[config.mk]
export PLATFORM = sky130hd
export DESIGN_NAME = ticap_top
export DESIGN_NICKNAME = d
export VERILOG_FILES = /design/src/include/ticap_pkg.sv /design/src/core/ticap_top.sv
export VERILOG_INCLUDE_DIRS = /design/src /design/src/include
export SDC_FILE = /design/constraint.sdc
export NUM_CORES = 1
export LEC_CHECK = 0
export ABC_AREA = 1
export BUFFER_PORTS_ARGS = -buffer_cell sky130_fd_sc_hd__buf_2
export CAP_MARGIN = 20
export CORE_MARGIN = 2
export CORE_UTILIZATION = 47
export DETAILED_ROUTE_END_ITERATION = 12
export GPL_ROUTABILITY_DRIVEN = 0
export PLACE_DENSITY = 0.73
export SLEW_MARGIN = 25
export SYNTH_ARGS = -nofsm -noshare
export SYNTH_HDL_FRONTEND = slang
export SYNTH_SLANG_ARGS = --single-unit
[constraint.sdc]
create_clock -name mclk -period 3 [get_ports mclk]
set_clock_uncertainty 0.2 [all_clocks]
set_input_delay 0.6 -clock mclk [delete_from_list [all_inputs] [get_ports mclk]]
set_output_delay 0.6 -clock mclk [all_outputs]
set_load 0.02 [all_outputs]
[src/include/ticap_defines.svh]
// Constants of the timer input capture block: register indices,
// field positions, reset values and timing counts.
// Assumes a 32-bit classic Wishbone bus, one register per word.
`ifndef TICAP_DEFINES_SVH
`define TICAP_DEFINES_SVH

// Register indices; byte address is four times the index
`define TICAP_IDX_CAP1_HI 6'h10
`define TICAP_IDX_CAP1_LO 6'h11
`define TICAP_IDX_CAP2_HI 6'h12
`define TICAP_IDX_CAP2_LO 6'h13
`define TICAP_IDX_CAP3_HI 6'h14
`define TICAP_IDX_CAP3_LO 6'h15
`define TICAP_IDX_EDGE 6'h16
`define TICAP_IDX_PINCFG 6'h17
`define TICAP_IDX_STATUS 6'h18
`define TICAP_IDX_MASK 6'h19
`define TICAP_IDX_PINLVL 6'h1a

// Field positions
`define TICAP_EDGE_RISE_BIT 0
`define TICAP_EDGE_FALL_BIT 1
`define TICAP_EDGE_W 2
`define TICAP_PINCFG_CAPEN_LSB 0
`define TICAP_PINCFG_DIR_LSB 4
`define TICAP_PINCFG_GPO_LSB 8
`define TICAP_HI_MSB 15
`define TICAP_HI_LSB 8
`define TICAP_LO_MSB 7
`define TICAP_LO_LSB 0

// Reset values
`define TICAP_EDGE_RST 6'h00
`define TICAP_CAPEN_RST 3'h0
`define TICAP_DIR_RST 3'h0
`define TICAP_GPO_RST 3'h0
`define TICAP_STATUS_RST 3'h0
`define TICAP_MASK_RST 3'h0

// Cycles from a bus request to its acknowledge
`define TICAP_ACK_CYCLES 1

`endif

[src/include/ticap_pkg.sv]
// Types of the timer input capture block.
// Assumes the defines header supplies all numeric constants.
package ticap_pkg;

    typedef struct packed {
        logic cyc;
        logic stb;
        logic we;
        logic [7:0] adr;
        logic [3:0] sel;
        logic [31:0] dat;
    } ticap_wb_req_s;

    typedef enum logic [1:0] {
        TICAP_EDGE_OFF,
        TICAP_EDGE_RISE,
        TICAP_EDGE_FALL,
        TICAP_EDGE_BOTH
    } ticap_edge_e;

    typedef logic [15:0] ticap_count_t;

endpackage : ticap_pkg

[src/core/ticap_top.sv]
// Timer input capture: three capture channels, pin group control,
// event status with interrupt, and output compare pin timing.
// Assumes an outside free-running counter that pulses cnt_tick in the
// cycle in which it increments, and a classic Wishbone master.
//
// Summary of operation
// - Selected pin edge latches counter into channel
// - Captures commit only outside counter increment cycles
// - Compare pin change shows same fixed delay
// - Capture byte pairs mapped high then low
// - High byte bits 15:8; reset keeps captures
// - Pins serve capture inputs or general I/O
`timescale 1ns/1ps
`include "ticap_defines.svh"

module ticap_top (
    input wire logic mclk,
    input wire logic nrst,
    input wire logic ce,
    input wire ticap_pkg::ticap_wb_req_s wb_req,
    output logic wb_ack_o,
    output logic [31:0] wb_dat_o,
    input wire ticap_pkg::ticap_count_t tcnt,
    input wire logic cnt_tick,
    input wire logic oc_match,
    input wire logic oc_level,
    output logic oc_pin_q,
    input wire logic [2:0] pin_i,
    output logic [2:0] pin_o_q,
    output logic [2:0] pin_oe_n_q,
    output logic irq_q
);

    logic ack_q;
    logic [31:0] dat_q;
    logic [15:0] cap_q [3];
    logic [2:0] pin_prev_q;
    logic [2:0] pend_q;
    logic [2:0] pend_d;
    logic [2:0] sts_q;
    logic [2:0] sts_d;
    logic [2:0] msk_q;
    logic [2:0] capen_q;
    logic [2:0] dir_q;
    logic [2:0] gpo_q;
    logic [5:0] edge_q;
    logic oc_pend_q;
    logic oc_lvl_q;

    // Bus decode
    wire req_w = wb_req.cyc & wb_req.stb & ~ack_q;
    wire wr_w = req_w & wb_req.we;
    wire rd_w = req_w & ~wb_req.we;
    wire [5:0] idx_w = wb_req.adr[7:2];
    wire lane0_w = wb_req.sel[0];
    wire lane1_w = wb_req.sel[1];
    wire wr_edge_w = wr_w & lane0_w & (idx_w == `TICAP_IDX_EDGE);
    wire wr_cfg_w = wr_w & (idx_w == `TICAP_IDX_PINCFG);
    wire wr_sts_w = wr_w & lane0_w & (idx_w == `TICAP_IDX_STATUS);
    wire wr_msk_w = wr_w & lane0_w & (idx_w == `TICAP_IDX_MASK);
    wire [2:0] sts_clr_w = wr_sts_w ? wb_req.dat[2:0] : 3'h0;

    // Edge detection and capture commit
    wire [2:0] rise_w = pin_i & ~pin_prev_q;
    wire [2:0] fall_w = ~pin_i & pin_prev_q;
    wire commit_ok_w = ~cnt_tick;
    wire [2:0] commit_w = pend_q & {3{commit_ok_w}};
    logic [2:0] hit_w;

    genvar ch;
    generate
        for (ch = 0; ch < 3; ch++) begin : g_ch
            wire rise_en_w = edge_q[ch*`TICAP_EDGE_W+`TICAP_EDGE_RISE_BIT];
            wire fall_en_w = edge_q[ch*`TICAP_EDGE_W+`TICAP_EDGE_FALL_BIT];
            // Edge select and pin function gate the trigger
            assign hit_w[ch] = capen_q[ch] &
                ((rise_en_w & rise_w[ch]) | (fall_en_w & fall_w[ch]));

            // Capture register has no reset
            always_ff @(posedge mclk) begin
                if (ce && nrst && commit_w[ch]) begin
                    cap_q[ch] <= tcnt;
                end
            end
        end
    endgenerate

    // A new edge in the commit cycle stays pending
    assign pend_d = (pend_q & ~commit_w) | hit_w;
    // Set wins over software clear
    assign sts_d = (sts_q & ~sts_clr_w) | commit_w;

    // Read data selection
    wire [7:0] byte_w =
        (idx_w == `TICAP_IDX_CAP1_HI) ?
            cap_q[0][`TICAP_HI_MSB:`TICAP_HI_LSB] :
        (idx_w == `TICAP_IDX_CAP1_LO) ?
            cap_q[0][`TICAP_LO_MSB:`TICAP_LO_LSB] :
        (idx_w == `TICAP_IDX_CAP2_HI) ?
            cap_q[1][`TICAP_HI_MSB:`TICAP_HI_LSB] :
        (idx_w == `TICAP_IDX_CAP2_LO) ?
            cap_q[1][`TICAP_LO_MSB:`TICAP_LO_LSB] :
        (idx_w == `TICAP_IDX_CAP3_HI) ?
            cap_q[2][`TICAP_HI_MSB:`TICAP_HI_LSB] :
        (idx_w == `TICAP_IDX_CAP3_LO) ?
            cap_q[2][`TICAP_LO_MSB:`TICAP_LO_LSB] :
        (idx_w == `TICAP_IDX_EDGE) ? {2'h0, edge_q} :
        (idx_w == `TICAP_IDX_STATUS) ? {5'h00, sts_q} :
        (idx_w == `TICAP_IDX_MASK) ? {5'h00, msk_q} :
        (idx_w == `TICAP_IDX_PINLVL) ? {5'h00, pin_i} :
        8'h00;
    wire [15:0] cfg_w = {5'h00, gpo_q, 1'b0, dir_q, 1'b0, capen_q};
    wire [31:0] rdata_w = (idx_w == `TICAP_IDX_PINCFG) ?
        {16'h0000, cfg_w} : {24'h00_0000, byte_w};

    // Bus acknowledge and read data
    always_ff @(posedge mclk) begin
        if (!nrst) begin
            ack_q <= 1'b0;
            dat_q <= 32'h0000_0000;
        end else if (ce) begin
            ack_q <= req_w;
            dat_q <= rd_w ? rdata_w : 32'h0000_0000;
        end
    end

    // Control registers
    always_ff @(posedge mclk) begin
        if (!nrst) begin
            edge_q <= `TICAP_EDGE_RST;
            msk_q <= `TICAP_MASK_RST;
        end else if (ce) begin
            if (wr_edge_w) begin
                edge_q <= wb_req.dat[5:0];
            end
            if (wr_msk_w) begin
                msk_q <= wb_req.dat[2:0];
            end
        end
    end

    // Pin configuration
    always_ff @(posedge mclk) begin
        if (!nrst) begin
            capen_q <= `TICAP_CAPEN_RST;
            dir_q <= `TICAP_DIR_RST;
            gpo_q <= `TICAP_GPO_RST;
        end else if (ce && wr_cfg_w) begin
            if (lane0_w) begin
                capen_q <= wb_req.dat[`TICAP_PINCFG_CAPEN_LSB +: 3];
                dir_q <= wb_req.dat[`TICAP_PINCFG_DIR_LSB +: 3];
            end
            if (lane1_w) begin
                gpo_q <= wb_req.dat[`TICAP_PINCFG_GPO_LSB +: 3];
            end
        end
    end

    // Previous pin level, a plain data history
    always_ff @(posedge mclk) begin
        if (ce) begin
            pin_prev_q <= pin_i;
        end
    end

    // Pending capture, status and interrupt
    always_ff @(posedge mclk) begin
        if (!nrst) begin
            pend_q <= 3'h0;
            sts_q <= `TICAP_STATUS_RST;
            irq_q <= 1'b0;
        end else if (ce) begin
            pend_q <= pend_d;
            sts_q <= sts_d;
            irq_q <= |(sts_d & msk_q);
        end
    end

    // Pin drivers: a capture pin is never driven
    always_ff @(posedge mclk) begin
        if (!nrst) begin
            pin_o_q <= 3'h0;
            pin_oe_n_q <= 3'h7;
        end else if (ce) begin
            pin_o_q <= gpo_q;
            pin_oe_n_q <= ~(dir_q & ~capen_q);
        end
    end

    // Compare output, same whole-cycle pending-stage timing as capture
    always_ff @(posedge mclk) begin
        if (!nrst) begin
            oc_pend_q <= 1'b0;
            oc_lvl_q <= 1'b0;
            oc_pin_q <= 1'b0;
        end else if (ce) begin
            if (oc_match) begin
                oc_pend_q <= 1'b1;
                oc_lvl_q <= oc_level;
            end else if (oc_pend_q && commit_ok_w) begin
                oc_pend_q <= 1'b0;
            end
            if (oc_pend_q && commit_ok_w) begin
                oc_pin_q <= oc_lvl_q;
            end
        end
    end

    assign wb_ack_o = ack_q;
    assign wb_dat_o = dat_q;

    generate
        for (ch = 0; ch < 3; ch++) begin : g_chk

        end
    endgenerate
endmodule : ticap_top

== Yosys cells after proc, flatten, opt, wreduce, memory -nomap -nowiden ==
Memories as Yosys holds them, arrays and structs flattened.
Cells that the tools add are included.

* Equality and inequality tests: 11
* Reduce and logical (&&, ||, !) cells: 15
* Mux-type cells: 21
* Bitwise gates (word level): 39

{| class="wikitable"
|+ Operators by type and width
! operator !! count
|-
| 6-bit by 5-bit == test with 1-bit output (second input constant) || 11
|-
| 8-bit 2-to-1 mux || 6
|-
| 11-bit 2-to-1 mux || 2
|-
| 3-bit AND || 7
|-
| 1-bit AND || 18
|-
| 3-bit NOT || 6
|-
| 2-bit AND reduction || 7
|-
| 3-bit 2-to-1 mux || 4
|-
| 1-bit 2-to-1 mux || 8
|-
| 1-bit logical AND || 6
|-
| 6-bit 2-to-1 mux || 1
|-
| 3-bit bitwise OR || 2
|-
| 1-bit NOT || 3
|-
| 1-bit bitwise OR || 3
|-
| 3-bit OR reduction || 1
|-
| 2-bit nonzero test || 1
|}

* Logic and storage cells: 103
* Output and inout port bits: 41
* Memories: 1
* Bits in registers: 70
* Input bits: 72
* Memory bits (writable): 48

{| class="wikitable"
|+ Memory list
! memory !! depth !! bits a word !! read ports !! clocked after Yosys merged registers in !! wr ports !! RTL line !! source
|-
| cap_q || 3 || 16 || 3 || 0 || 3 || ticap_top.sv:36 || <nowiki>logic [15:0] cap_q [3];</nowiki>
|}

== Logic depth before layout (Yosys ltp) ==
Gate-level depths: netlist (run 1).

* Depth after elaboration: 13
* Mapped depth: 11
* Mapped depth without buffers: 11

== Worst setup path before layout (run 1) ==
Ideal clock, no wire load.

* Kind: input to register
* Start: in nrst
* End: mem cap_q[0][0] (enable)
* Data required time: 2,391 ps
* Cell stages on the path: 3
* Buffers on the path: 1
* Data arrival time: 2,049 ps
* Library setup time: 409 ps
* Path slack: 342 ps
* Path through: buf_1 > nand2_1 > nor3_1

{| class="wikitable"
|+ RTL lines
! what !! RTL line !! source
|-
| start: declaration || ticap_top.sv:18 || <nowiki>input wire logic nrst,</nowiki>
|-
| end: declaration || ticap_top.sv:36 ||
|}

== Worst setup path after layout (run 1) ==
* Start: reg ack_q, in the netlist wb_ack_o
* End: reg edge_q[5]

* Word-level cells in the longest chain between the ends: 6

{| class="wikitable"
|+ Ends and longest elaborated chain
! what !! RTL line !! source
|-
| start: declaration || ticap_top.sv:34 || <nowiki>logic ack_q;</nowiki>
|-
| start signal: assignment || ticap_top.sv:122 || <nowiki>ack_q <= req_w;</nowiki>
|-
| 1-bit NOT || ticap_top.sv:51 || <nowiki>wire req_w = wb_req.cyc & wb_req.stb & ~ack_q;</nowiki>
|-
| 1-bit AND || ticap_top.sv:51 ||
|-
| 1-bit AND || ticap_top.sv:52 || <nowiki>wire wr_w = req_w & wb_req.we;</nowiki>
|-
| 1-bit AND (2 in series) || ticap_top.sv:57 || <nowiki>wire wr_edge_w = wr_w & lane0_w & (idx_w == `TICAP_IDX_EDGE);</nowiki>
|-
| 2-bit AND reduction (no source line) || -- ||
|-
| end signal: assignment || ticap_top.sv:130 || <nowiki>edge_q <= `TICAP_EDGE_RST;</nowiki>
|-
| end signal: assignment || ticap_top.sv:134 || <nowiki>edge_q <= wb_req.dat[5:0];</nowiki>
|-
| end: declaration || ticap_top.sv:46 || <nowiki>logic [5:0] edge_q;</nowiki>
|}

Every way passes these cells.
A chain may end at the register's enable or synchronous reset.

==> results of run 1 <==
-- state kept, by name, summed over array words and instances (netlist names) --
| signal | count |
|---|---|
| cap_q | 48 |
| wb_dat_o | 11 |
| edge_q | 6 |
| capen_q | 3 |
| dir_q | 3 |
| gpo_q | 3 |
| msk_q | 3 |
| pend_q | 3 |
| pin_o_q | 3 |
| pin_oe_n_q | 3 |
| pin_prev_q | 3 |
| sts_q | 3 |
| irq_q | 1 |
| oc_lvl_q | 1 |
| oc_pend_q | 1 |
| oc_pin_q | 1 |
| wb_ack_o | 1 |
-- layer usage --
| metal | vias to the layer above | GRT usage, % |
|---|---|---|
| met1 | 1509 | 26.3 |
| li1 | 1584 | - |
| met4 | 0 | 6.20 |
| met3 | 13 | 4.03 |
| met2 | 133 | 33.5 |
| met5 | - | 0 |
-- placed cells by master (no fill, tap or decap), drive strengths merged, types with 2 or more instances in the layout --
| cell type | synthesis | layout |
|---|---|---|
| nand2 | 87 | 87 |
| buf | 23 | 72 |
| a21oi | 52 | 52 |
| edfxtp | 51 | 51 |
| dfxtp | 46 | 46 |
| inv | 36 | 37 |
| o21ai | 33 | 33 |
| nor2 | 29 | 29 |
| nand3 | 22 | 22 |
| conb | 1 | 21 |
| nand4 | 15 | 15 |
| nor3 | 11 | 11 |
| clkbuf | 7 | 9 |
| clkinv | 3 | 7 |
| o211ai | 4 | 4 |
| a21o | 3 | 3 |
| o21a | 3 | 3 |
| a211oi | 2 | 2 |
| clkinvlp | 0 | 2 |
-- layout make-up --
class	instances	area [um^2]	share of cell area (%)
multi-input combinational	285	1390	29.7
clock buffer	9	124	2.64
clock inverter	7	66.3	1.41
inverter	39	146	3.12
tap	108	135	2.88
timing repair buffer	72	378	8.05
sequential	97	2450	52.2
-- critical path, delay by kind of cell, from the launching register on --
kind	cells	cell delay, ns
AND/OR/NAND/NOR	4	0.97
flip-flops	1	0.33
AO/OA/AOI/OAI	2	0.24
buffers and inverters	1	0.14
-- logic make-up (layout without fill, tap and decap cells) --
family,Yosys count,count (layout),synth area share (%)
and+or+nand+nor,166,166,19.0
buffers and inverters,69,127,8.28
AOI/OAI and AO/OA,98,98,12.7
DFF,97,97,59.9
other,1,21,0.0916
-- power breakdown --
part / switching, W / internal (W)
combinational: 0.000114 / 0.0000474
sequential: 0.00000591 / 0.00140
clock: 0.000478 / 0.000316
-- stage by stage --
step | std cells | hold slack [ns] | power, W | cell area [um^2] | util (%)
6_report | 617 | 0.230 | 0.00237 | 4700 | 54.6
3_3_place_gp | 601 | 0.242 | 0.00160 | 4510 | 52.4
5_1_grt | 617 | 0.214 | 0.00246 | 4700 | 54.6
2_1_floorplan | 451 | 0.240 | 0.00155 | 4170 | -
3_5_place_dp | 601 | 0.251 | 0.00160 | 4510 | 52.4
4_1_cts | 617 | 0.220 | 0.00238 | 4700 | 54.6
-- how the worst min path moves through the flow --
stage                     depth (start not counted)                    endpoint                  startpoint  slack, ns
final                                             1       cap_q[0][1]$_DFFE_PP_                     tcnt[1]       0.23
after global routing                              1       cap_q[0][1]$_DFFE_PP_                     tcnt[1]       0.21
after CTS                                         1       cap_q[0][1]$_DFFE_PP_                     tcnt[1]       0.22
after detailed placement                          2     pin_o_q[1]$_SDFFE_PN0P_     pin_o_q[1]$_SDFFE_PN0P_       0.25
after global placement                            2  pin_oe_n_q[2]$_SDFFE_PN1P_  pin_oe_n_q[2]$_SDFFE_PN1P_       0.24
after floorplan                                   2       oc_lvl_q$_SDFFE_PN0P_       oc_lvl_q$_SDFFE_PN0P_       0.24
==> impl_metrics.tcl, run 1 <==
set metrics [dict create \
    tns_ns 0 \
    cts.sinks 97 \
    ys_seq_area_share_pct 59.9 \
    end_kind "flop" \
    dr_total_vias 3239 \
    ys_ff_latch 97 \
    slowest_delay_ns 0.33 \
    cts_tree "built" \
    grt_pass1_vias 3075 \
    cp-endpoint "edge_q[5]$_SDFFE_PN0P_" \
    period_share_pct 66.4 \
    fin_ws_ns 1.01 \
    crit_chain "nand3b_1 > nor2_1 > nand2_1 > nor2_2 > inv_1 > o21ai_0 > a21oi_1" \
    num-nets-final 576 \
    crit_fanout 9 \
    synth_area_um2 4100 \
    areaGrowthSynthToFinish_pct 14.7 \
    ys_types 29 \
    synthCells 431 \
    hold_viol_final 0 \
    path_clk_slew_ns 0.10 \
    rows 34 \
    yosys-top-cells-count "nand2_1, a21oi_1, edfxtp_1" \
    post-place-ws_ns 0.657 \
    peakVddDrop_mv 0.251 \
    crit_required_ns 3.05 \
    synth_largest_area_cell "edfxtp_1" \
    synth-edff-count 51 \
    drc 0 \
    worstReg2RegEnd "edge_q[5]$_SDFFE_PN0P_" \
    dr_wl_met3_um 600 \
    wl_met1_um 3950 \
    hold_class "in2reg" \
    wl_met2_um 4530 \
    async_flop_share_pct 0 \
    timing.rr.start "wb_ack_o$_SDFFE_PN0P_" \
    dpl.hpwl_um 6610 \
    drv_cap 0 \
    yosysWarnings 0 \
    synth.top_cells.by_area "edfxtp_1, dfxtp_1, nand2_1, a21oi_1, o21ai_0" \
    first_pass_iters 5 \
    grt_overflow_total 0 \
    worst_pin_slew_ns 0.680 \
    cts_resized 0 \
    clock_latency_ns 0.37 \
    top_layer "met4" \
    crit_arrival_ns 2.05 \
    post_cts_buffers 0 \
    relSlewSlack_pct 54.4 \
    start_kind "flop" \
    yosys_most_used_dff "edfxtp_1" \
    criticalPathCategory "reg2reg" \
    slew_viol_final 0 \
    wl_um 9200 \
    n_antenna_cell 0 \
    h-tree-depth 3 \
    cts-root-buf "clkbuf_8" \
    cts_hold_buf 0 \
    slowest_stage "dfxtp_1" \
    fin_crit_ns 1.99 \
    gr-usage-all-layers_pct 20.0 \
    cts_buffer_depth 2 \
    grt_max_degree 22 \
    leakage_nw 1.80 \
    initial_core_util_pct 47.7 \
    die_w_um 97.3 \
    core-area_um2 8590 \
    rsz0062_at_grt "no" \
    portBuffers 65 \
    syn_area_per_cell_um2 9.50 \
    drive_gt1_share_pct 22.4 \
    drt-initial-drc-count 154 \
    yosysMostFrequentCell "nand2_1" \
    status "completed" \
    fill_cells 785 \
    io_pins 113 \
    rrSetupSlack_ns 1.01 \
    setup_viol 0 \
    die_h_um 97.3 \
    antenna_found_initial 0 \
    wl_per_cell_um 14.9 \
    dieArea_um2 9480 \
    via_per_inst 5.25 \
    r2r_cells 7 \
    startpoint "wb_ack_o$_SDFFE_PN0P_" \
    fmax_mhz 502 \
    synth_top_cell_area_share_pct 37.4 \
    grt_pass1_wl_um 14900 \
    antenna_left 0 \
    p_per_area_nw_per_um2 504 \
    cts_buffers 9 \
]
Power figures use the tool's default switching activity.
==> inputs of run 2 (changes only) <==
--- a/config.mk
+++ b/config.mk
@@ -6,14 +6,14 @@
 export SDC_FILE = /design/constraint.sdc
 export NUM_CORES = 1
 export LEC_CHECK = 0
-export ABC_AREA = 1
+export ABC_AREA = 0
 export BUFFER_PORTS_ARGS = -buffer_cell sky130_fd_sc_hd__buf_2
 export CAP_MARGIN = 20
 export CORE_MARGIN = 2
 export CORE_UTILIZATION = 47
 export DETAILED_ROUTE_END_ITERATION = 12
 export GPL_ROUTABILITY_DRIVEN = 0
-export PLACE_DENSITY = 0.73
+export PLACE_DENSITY = 0.75
 export SLEW_MARGIN = 25
 export SYNTH_ARGS = -nofsm -noshare
 export SYNTH_HDL_FRONTEND = slang
==> constraint.sdc (replaced) <==
create_clock -name mclk -period 1.8 [get_ports mclk]
set_clock_uncertainty 0.2 [all_clocks]
set_input_delay 0.36 -clock mclk [delete_from_list [all_inputs] [get_ports mclk]]
set_output_delay 0.36 -clock mclk [all_outputs]
set_load 0.02 [all_outputs]
==> run 2 against run 1 <==
  * Synthesized area grew 3.0%
  * Worst hold slack got worse by 0.21 ns
  * Combinational power grew 120%
  * Global-route usage grew 1.3 points
  * Sequential share of layout area fell by 6.8 points
  * First-iteration DRC count is 47% higher
  * Register-to-register slack worse by 0.96 ns
  * Design area is 15% higher
  * Critical path depth down 1
==> impl_metrics.tcl, run 2 <==
set metrics [dict create \
    cts_tree "built" \
    n_antenna_cell 0 \
    setup_viol 0 \
    ys_seq_area_share_pct 58.2 \
    dpl.hpwl_um 7460 \
    yosys_most_used_dff "edfxtp_1" \
    initial_core_util_pct 48.4 \
    num-nets-final 580 \
    crit_chain "buf_2 > or4b_4 > nor3_4 > buf_4 > nor4_1 > a221o_1" \
    syn_area_per_cell_um2 11.0 \
    h-tree-depth 3 \
    cts_buffer_depth 2 \
    internal_power_w 0.00341 \
    post-place-ws_ns -0.262 \
    seq_power_share_pct 53.4 \
    criticalPathCategory "in2reg" \
    core-area_um2 8720 \
    tns_ns 0 \
    yosysMostFrequentCell "edfxtp_1" \
    layout_common_cells "buf_2, buf_4, edfxtp_1" \
    leakage_nw 2.13 \
    fmax_mhz 569 \
    portBuffers 65 \
    fin_cells 621 \
    cts-root-buf "clkbuf_8" \
    drt-initial-drc-count 226 \
    synth-edff-count 51 \
    dieArea_um2 9740 \
    r2r_cells 8 \
    peakVddDrop_mv 0.480 \
    via_per_inst 5.46 \
    p_per_area_nw_per_um2 810 \
    rows 34 \
    mostFrequentLayoutCell "buf_2" \
    min_path_cells 1 \
    synth_area_um2 4220 \
    ys_types 48 \
    hold_class "in2reg" \
    clock_latency_ns 0.36 \
    drc 0 \
    die_w_um 98.7 \
    rrSetupSlack_ns 0.05 \
    dr_total_vias 3391 \
    start_kind "input port" \
    yosysWarnings 0 \
    synth_top_cell_area_share_pct 36.3 \
    crit_fanout 5 \
    period_share_pct 97.6 \
    cts_buffers 9 \
    p_comb_share_pct 8.1 \
    areaGrowthSynthToFinish_pct 28.2 \
    antenna_left 0 \
    async_flop_share_pct 0 \
    synth.top_cells.by_area "edfxtp_1, dfxtp_1, mux2i_1, nand2_1, nor2_1" \
    grt_pass1_wl_um 16000 \
    switching_power_w 0.000972 \
    wl_um 10300 \
    crit_required_ns 1.85 \
    yosys-top-cells-count "edfxtp_1, nand2_1, dfxtp_1" \
    drv_cap 0 \
    slowest_delay_ns 0.57 \
    place_inst 589 \
    switching_share_pct 22.2 \
    fin_ws_ns 0.0425 \
    gr-usage-all-layers_pct 21.3 \
    p_clk_share_pct 38.5 \
    end_kind "flop" \
    fill_cells 701 \
    synth_largest_area_cell "edfxtp_1" \
    die_h_um 98.7 \
    cts.sinks 97 \
    drive_gt1_share_pct 31.4 \
    grt_pass1_vias 3268 \
    hold_viol_final 0 \
    crit_arrival_ns 1.81 \
    slowest_stage "or4b_4" \
    grt_overflow_total 0 \
    status "completed" \
    path_clk_slew_ns 0.09 \
    regMostFlops "cap_q" \
    antenna_found_initial 0 \
    ys_ff_latch 97 \
    largest_reg_flops 48 \
    grt_max_degree 20 \
    wl_per_cell_um 16.6 \
    synthCells 382 \
    fin_crit_ns 1.76 \
    first_pass_iters 5 \
    io_pins 113 \
    slew_viol_final 0 \
]
## run 2: repair_timing
item | CTS | global route
setup buffers | 0 | 3
hold buffers | 13 | 0
endpoints found under the hold margin | 36 | 0
endpoints found under the setup margin | 4 | 19
gates resized for setup | 1 | 9
pin swaps | 0 | 3
## run 2: kinds of logic after synthesis
| kind of cell | after synthesis | synth area share, % |
|---|---|---|
| other cells | 1 | 0.0889 |
| simple gates | 128 | 15.0 |
| mux | 30 | 8.07 |
| flops | 97 | 58.2 |
| compound gates | 78 | 12.3 |
| buf+inv | 48 | 6.44 |
## run 2: per-layer routing
layer	global-route usage (%)	routed length, um	part of all wire, %	up-vias
met5	0	0	0	-
met4	8.75	240	2.3	0
met3	3.33	555	5.4	22
met2	35.9	4950	48	143
met1	27.4	4570	44	1627
li1	-	-	-	1599
## run 2: layout make-up
cell class,instances,area [um^2],share of cell area (%)
clock buffer,9,124,2.29
clock inverter,7,119,2.20
inverter,8,30.0,0.556
multi-input combinational,257,1610,29.7
sequential,97,2450,45.4
tap,108,135,2.50
timing repair buffer,135,937,17.3
## run 2: worst paths after layout
| check | startpoint | to |
|---|---|---|
| max reg2reg | wb_ack_o$_SDFFE_PN0P_ | dir_q[2]$_SDFFE_PN0P_ |
| min | tcnt[0] | cap_q[0][16]$_DFFE_PP_ |
| min reg2reg | wb_dat_o[6]$_SDFFE_PN0P_ | wb_dat_o[6]$_SDFFE_PN0P_ |
| max | wb_req[40] | wb_dat_o[1]$_SDFFE_PN0P_ |
## run 2: critical path, delay by kind of cell
| family | cells | cell delay, ns |
|---|---|---|
| buffers and inverters | 2 | 0.28 |
| AOI/OAI and AO/OA | 1 | 0.29 |
| and+or+nand+nor | 3 | 0.88 |
## run 2: per-stage QoR
| step | hold slack (ns) | total power [W] | cell area (um^2) | util (%) |
|---|---|---|---|---|
| 3_5_place_dp | 0.247 | 0.00271 | 4970 | 57.0 |
| 5_1_grt | 0.0124 | 0.00451 | 5400 | 62.0 |
| 2_1_floorplan | 0.237 | 0.00259 | 4330 | - |
| 4_1_cts | 0.000873 | 0.00440 | 5350 | 61.3 |
| 3_3_place_gp | 0.237 | 0.00271 | 4970 | 57.0 |
| 6_report | 0.0152 | 0.00438 | 5400 | 62.0 |
## run 2: power by group through the flow
stage,Combinational (W),Clock [W],Sequential [W]
global placement,0.000319,0,0.00239
global route,0.000384,0.00179,0.00234
finish,0.000356,0.00169,0.00234
detailed placement,0.000326,0,0.00239
floorplan,0.000194,0,0.00239
CTS,0.000349,0.00171,0.00234
